[config.mk]
export PLATFORM = sky130hd
export DESIGN_NAME = analog_value_word_encoder
export DESIGN_NICKNAME = d
export VERILOG_FILES = /design/src/sample_fifo.v /design/src/analog_value_word_encoder.v
export VERILOG_INCLUDE_DIRS = /design/src /design/src/src
export SDC_FILE = /design/constraint.sdc
export NUM_CORES = 1
export LEC_CHECK = 0
export BUFFER_PORTS_ARGS = -buffer_cell sky130_fd_sc_hd__buf_2
export CELL_PAD_IN_SITES_DETAIL_PLACEMENT = 1
export CELL_PAD_IN_SITES_GLOBAL_PLACEMENT = 2
export CORE_AREA = 3 3 122 183
export DETAILED_ROUTE_END_ITERATION = 10
export DIE_AREA = 0 0 125 186
export PLACE_DENSITY = 0.7
export SLEW_MARGIN = 25
export SYNTH_ARGS = -nofsm -noshare
export SYNTH_HDL_FRONTEND = slang
export SYNTH_SLANG_ARGS = --single-unit
[constraint.sdc]
create_clock -name i_clk -period 2.9 [get_ports i_clk]
set_input_delay 0.58 -clock i_clk [delete_from_list [all_inputs] [get_ports i_clk]]
set_output_delay 0.58 -clock i_clk [all_outputs]
set_load 0.02 [all_outputs]
[src/value_encoder_defines.vh]
// constants of the analog value word encoder
// assumes inclusion by bare name from the design files in src/
// Overview of operation
// - one 16-bit word, bit 15 sign
// - magnitude in bits 14..4, low four zero except in 32767
// - above overdrive band gives 32767
// - below underdrive band gives -32768
// - invalid configuration gives 32767
// - out-of-range output value drives zero
// - bipolar 10V: +/-10V maps to +/-27648
// - bipolar 10V codes linearly to 32511/-32512
// - unipolar 10V codes down to -4864
// - bipolar 20mA: same scaling and bands
// - unipolar 20mA codes down to -4864
// - new conversion about every millisecond
`ifndef VALUE_ENCODER_DEFINES_VH
`define VALUE_ENCODER_DEFINES_VH
// range selections
`define RANGE_BIP_10V 3'h0
`define RANGE_UNI_10V 3'h1
`define RANGE_BIP_20MA 3'h2
`define RANGE_UNI_20MA 3'h3
// codes
`define CODE_OVERFLOW 16'h7FFF
`define CODE_UNDERFLOW 16'h8000
`define CODE_NOMINAL 16'h6C00
`define CODE_OVER_TOP 16'h7EFF
`define CODE_BIP_BOTTOM 16'h8100
`define CODE_UNI_BOTTOM 16'hED00
`define CODE_ZERO 16'h0000
// field layout
`define SIGN_POS 15
`define LOW_ZERO_BITS 4
// refresh period
`define REFRESH_US 1000
`define CLK_MHZ 40
`define REFRESH_CYCLES (`REFRESH_US * `CLK_MHZ)
`endif

[src/sample_fifo.v]
// small synchronous fifo holding raw converter samples
// assumes one clock and a synchronous active-high reset
`timescale 1ns/1ps
module sample_fifo #(
    parameter WIDTH = 19,
    parameter DEPTH = 8,
    parameter AW = 3
) (
    input wire i_clk,
    input wire i_sys_rst,
    input wire i_in_valid,
    output wire o_in_ready,
    input wire [WIDTH-1:0] i_in_data,
    output wire o_out_valid,
    input wire i_out_ready,
    output wire [WIDTH-1:0] o_out_data
);
    reg [WIDTH-1:0] mem [0:DEPTH-1];
    reg [AW-1:0] wr_ptr;
    reg [AW-1:0] rd_ptr;
    reg [AW:0] count;
    wire do_wr;
    wire do_rd;
    // depth held at the count's own width, so the full compare drops no bits
    localparam [AW:0] FULL_COUNT = DEPTH;

    // honest flags from the occupancy count
    assign o_in_ready = (count != FULL_COUNT);
    assign o_out_valid = (count != {(AW+1){1'b0}});
    assign o_out_data = mem[rd_ptr];
    assign do_wr = i_in_valid && o_in_ready;
    assign do_rd = o_out_valid && i_out_ready;

    // storage and pointers
    always @(posedge i_clk) begin
        if (do_wr) begin
            mem[wr_ptr] <= i_in_data;
        end
        if (i_sys_rst) begin
            wr_ptr <= {AW{1'b0}};
            rd_ptr <= {AW{1'b0}};
            count <= {(AW+1){1'b0}};
        end else begin
            if (do_wr) begin
                wr_ptr <= wr_ptr + 1'b1;
            end
            if (do_rd) begin
                rd_ptr <= rd_ptr + 1'b1;
            end
            if (do_wr && !do_rd) begin
                count <= count + 1'b1;
            end else if (do_rd && !do_wr) begin
                count <= count - 1'b1;
            end
        end
    end
endmodule // sample_fifo

[src/analog_value_word_encoder.v]
// encoder of analog readings into signed 16-bit process words
// assumes the front end delivers 18-bit raw samples already scaled so
// that 27648 is full nominal scale; raw sits beyond the 16-bit code space
`timescale 1ns/1ps
`include "value_encoder_defines.vh"
module analog_value_word_encoder #(
    parameter RAW_W = 18,
    parameter FIFO_DEPTH = 8,
    parameter REFRESH_CYCLES = `REFRESH_CYCLES
) (
    input wire i_clk,
    input wire i_sys_rst,
    input wire i_sample_valid,
    input wire [RAW_W-1:0] i_sample_raw,
    output reg o_sample_ready,
    input wire [2:0] i_range_sel,
    input wire i_config_ok,
    output reg [15:0] o_value_word,
    output reg o_sign_flag,
    output reg o_word_strobe,
    input wire i_out_valid_range,
    input wire [15:0] i_out_value,
    output reg [15:0] o_out_drive
);
    wire fifo_in_ready;
    wire fifo_out_valid;
    wire [RAW_W-1:0] fifo_out_data;
    reg [31:0] tick_count;
    reg tick;
    wire take;
    reg [15:0] next_word;

    // signed compare helper, used for each band edge
    function below;
        input [RAW_W-1:0] raw;
        input [15:0] edge_code;
        begin
            below = ($signed(raw) < $signed({{(RAW_W-16){edge_code[15]}}, edge_code}));
        end
    endfunction

    ////////////////////////////////////////////////////////////////////////
    // raw samples queue until the next refresh tick
    sample_fifo #(.WIDTH(RAW_W), .DEPTH(FIFO_DEPTH), .AW(3)) u_fifo (
        .i_clk(i_clk),
        .i_sys_rst(i_sys_rst),
        .i_in_valid(i_sample_valid),
        .o_in_ready(fifo_in_ready),
        .i_in_data(i_sample_raw),
        .o_out_valid(fifo_out_valid),
        .i_out_ready(take),
        .o_out_data(fifo_out_data)
    );
    // drain only on tick, so a fast front end sees back-pressure
    assign take = tick;

    ////////////////////////////////////////////////////////////////////////
    // millisecond refresh divider
    always @(posedge i_clk) begin
        if (i_sys_rst) begin
            tick_count <= 32'h00000000;
            tick <= 1'b0;
        end else if (tick_count >= REFRESH_CYCLES - 1) begin
            tick_count <= 32'h00000000;
            tick <= 1'b1;
        end else begin
            tick_count <= tick_count + 32'h00000001;
            tick <= 1'b0;
        end
    end

    ////////////////////////////////////////////////////////////////////////
    // banding and clamping of the oldest queued sample
    always @* begin
        next_word = `CODE_ZERO;
        if (!i_config_ok || i_range_sel > `RANGE_UNI_20MA) begin
            next_word = `CODE_OVERFLOW;
        end else if (!below(fifo_out_data, `CODE_OVER_TOP + 16'h0001)) begin
            next_word = `CODE_OVERFLOW;
        end else if (i_range_sel == `RANGE_BIP_10V || i_range_sel == `RANGE_BIP_20MA) begin
            // bipolar: linear to -32512 then underflow
            if (below(fifo_out_data, `CODE_BIP_BOTTOM)) begin
                next_word = `CODE_UNDERFLOW;
            end else begin
                next_word = fifo_out_data[15:0];
            end
        end else begin
            // unipolar: linear only to -4864
            if (below(fifo_out_data, `CODE_UNI_BOTTOM)) begin
                next_word = `CODE_UNDERFLOW;
            end else begin
                next_word = fifo_out_data[15:0];
            end
        end
        // eleven bits plus sign: clear the low nibble of scaled values
        if (next_word != `CODE_OVERFLOW && next_word != `CODE_UNDERFLOW) begin
            next_word = {next_word[15:`LOW_ZERO_BITS], 4'h0};
        end
    end

    ////////////////////////////////////////////////////////////////////////
    // whole-word register, written only on a refresh tick with data
    always @(posedge i_clk) begin
        if (i_sys_rst) begin
            o_value_word <= `CODE_ZERO;
            o_sign_flag <= 1'b0;
            o_word_strobe <= 1'b0;
            o_sample_ready <= 1'b0;
            o_out_drive <= `CODE_ZERO;
        end else begin
            o_sample_ready <= fifo_in_ready;
            o_word_strobe <= tick && fifo_out_valid;
            if (tick && fifo_out_valid) begin
                o_value_word <= next_word;
                o_sign_flag <= next_word[`SIGN_POS];
            end
            // output side: out-of-range command drives zero
            if (i_out_valid_range) begin
                o_out_drive <= i_out_value;
            end else begin
                o_out_drive <= `CODE_ZERO;
            end
        end
    end
endmodule // analog_value_word_encoder

==> out/results.tsv <==
stage	metric	value	unit
layout	drive_gt1_share	28.7	%
min_path	worst_hold_path_type	primary input to flop	
sta	hold_viol_final	0	
sta	rsz0062_at_grt	false	
layout	final_nets	603	
sta	drv_slew	0	
yosys	yosys_warnings	0	
clocking	clockBufferDepth	2	
placement	post-place-ws	0.187	ns
placement	io_buffers	71	
worst_setup_path	critPathKind	flop to flop	
worst_setup_path	cp.required	3.17	ns
detailed_routing	postRouteAntennaNets	0	
sta	setup_slack	0.195	ns
clocking	postCtsHoldBufs	0	
clocking	cts.repair.resized	0	
clocking	cts_tree	built	
detailed_routing	detail_route.vias_per_cell	4.73	
placement	dpl_cell_area	0.00799	mm^2
sta	holdWs	0.348	ns
floorplan	die_x	125	um
clocking	htreeDepth	4	
sta	max_freq	0.370	GHz
clocking	clk_pin_slew	0.07	ns
floorplan	std_cell_rows	65	
yosys	syn-cell-area	0.00724	mm^2
power_and_ir_drop	cellPowerDensity	832	mW/mm^2
layout	final_common_cell	edfxtp_1	
placement	gp_congestion	0.718	
sta	worst_slew_pin_slew	0.763	ns
sta	tns	0	ns
run_status	outcome	completed	
floorplan	die-area	0.0233	mm^2
worst_setup_path	end_kind	flop	
yosys	synth_cells	450	
yosys	synthTopCellsByArea	edfxtp_1 (46%), dfxtp_1 (22%), mux4_1 (4.7%)	
clocking	cts_setup_buffers	0	
floorplan	core_area	0.0210	mm^2
power_and_ir_drop	power	7.13	mW
floorplan	start_util	34.5	%
grt	grt_pass1_wl	23.7	mm
layout	layout_common_cells	edfxtp_1 (112), dfxtp_1 (80), buf_2 (71), nor2_1 (54), clkbuf_16 (19)	
worst_setup_path	r2r_end	o_value_word[4]	
grt	grt_pass1_vias	4371	
detailed_routing	first_pass_iters	4	
yosys	yosys_most_used_dff	edfxtp_1	
job	maxCapViolCount	0	
yosys	synth_top_area_cell	edfxtp_1	
yosys	ys_types	49	
layout	nFillCells	2178	
clocking	cts_root_buf	clkbuf_16	
floorplan	ios	77	
placement	dpl.cell_count	803	
layout	area_growth	18.2	%
layout	finalNonFillerCells	836	
detailed_routing	drt_wl_total	14.9	mm
grt	grt_use_total	13.3	%
sta	finalCriticalPeriod	2.71	ns
worst_setup_path	setup.worst_path.start_class	flop	
yosys	yosys.area.top_type_share	46.4	%
power_and_ir_drop	max-vdd-ir-drop	0.000460	V
detailed_routing	drtIter0Drc	199	
clocking	clock_latency	0.42	ns
yosys	synthArstFlopShare	0	%
clocking	clock_sinks	192	
floorplan	die_y	186	um
power_and_ir_drop	power_leakage	3.09	nW
clocking	cts_buffers	17	
layout	final_area	0.00857	mm^2
sta	fin_skew	0.00856	ns
grt	grt_remaining_overflow	0	
worst_setup_path	rr_worst_depth	8	
grt	grt_max_degree	30	
sta	setup_viol	0	
sta	slew-limit-headroom	49.0	%
yosys	avgSynthCellArea	16.1	um^2
detailed_routing	via_count	3954	
worst_setup_path	r2r_slack	0.19	ns
yosys	synth_seq_area_share	68.5	%
detailed_routing	drc_errors	0	
yosys	synth-edff-count	112	
worst_setup_path	crit_end	o_value_word[4]	
min_path	min-delay-start	i_out_value[10]	
placement	dp_hpwl	9.97	mm
grt	antenna_found_initial	2	
detailed_routing	wl_per_cell	17.8	um
sta	fin_crit_sh	93.3	%
worst_setup_path	cp_max_fo	23	
worst_setup_path	arrival	2.98	ns
layout	utilization	40.8	%
yosys	synth-seq-cells	192	
-- where the power goes --
part / switching [mW] / leakage [nW] / internal (mW) / total (mW)
combinational: 0.884 / 1.12 / 0.720 / 1.60
clock: 0.967 / 0.296 / 1.30 / 2.26
sequential: 0.120 / 1.68 / 3.14 / 3.26
total: 1.97 / 3.09 / 5.16 / 7.13
-- per-layer routing --
metal	vias up	GRT usage, %	part of all wire [%]
met1	2011	15.2	41
li1	1875	-	-
met3	12	3.56	2.9
met5	-	0	0.047
met4	2	5.30	1.1
met2	54	23.9	55
-- area by class of cell --
cell class / count / area (um^2) / area share (%)
sequential: 192 / 4960 / 58.0
multi-input combinational: 249 / 2170 / 25.3
timing repair buffer: 88 / 495 / 5.78
clock buffer: 21 / 493 / 5.76
tap: 268 / 335 / 3.91
clock inverter: 11 / 85.1 / 0.993
inverter: 6 / 22.5 / 0.263
antenna: 1 / 2.50 / 0.0292
-- Yosys cell counts, types with 2 or more instances --
cell type,n
mux4_2,15
a2111oi_2,3
nand3_1,9
mux4_1,13
nor4_1,5
and3_1,3
mux2_2,8
xor2_1,12
nor3_1,7
mux2i_1,6
buf_12,2
inv_1,6
nand2_1,17
and2_1,16
dfxtp_1,80
xnor2_1,9
ha_1,6
nor2_1,54
mux2_4,2
a21oi_1,8
a211oi_1,2
clkbuf_1,4
nand4_1,4
nor4_2,8
buf_6,7
buf_2,2
nand2b_1,3
o21a_1,5
edfxtp_1,112
o21ai_0,2
or3_1,2
-- cell families (layout without fill, tap and decap cells) --
| family | Yosys count | in the layout | synth area share [%] |
|---|---|---|---|
| buffers and inverters | 24 | 126 | 2.69 |
| AND/OR/NAND/NOR | 134 | 134 | 9.84 |
| flip-flops | 192 | 192 | 68.5 |
| AO/OA/AOI/OAI | 26 | 26 | 2.85 |
| XOR/XNOR | 21 | 21 | 2.54 |
| other | 1 | 17 | 0.0518 |
| adder cells (fa/ha/maj) | 7 | 7 | 1.31 |
| multiplexers | 45 | 45 | 12.2 |
-- state kept, by name, summed over array words and instances (netlist names), named ones only --
| name | cells |
|---|---|
| u_fifo.rd_ptr | 3 |
| take | 1 |
| o_sample_ready | 1 |
| u_fifo.count | 4 |
| tick_count | 32 |
| u_fifo.mem | 112 |
| o_word_strobe | 1 |
| o_sign_flag | 1 |
| u_fifo.wr_ptr | 3 |
| o_value_word | 15 |
| o_out_drive | 16 |
-- worst min-delay path by stage --
stage | slack [ns] | endpoint | depth (start not counted)
finish | 0.35 | o_out_drive[10] | 2
global route | 0.32 | o_out_drive[10] | 2
CTS | 0.32 | o_out_drive[10] | 2
detailed placement | 0.47 | tick_count[0] | 1
global placement | 0.44 | tick_count[0] | 1
floorplan | 0.43 | tick_count[0] | 1
-- critical path, cell delays in order (launching register included) --
cell and delay (ns):
dfxtp_1 0.36, buf_12 0.22, mux4_1 0.59, mux2_2 0.35, nor4_2 0.29, a211oi_1 0.16
nor4b_4 0.22, buf_4 0.26, a2111oi_1 0.09
No activity file was read; power rests on OpenSTA's default activity.
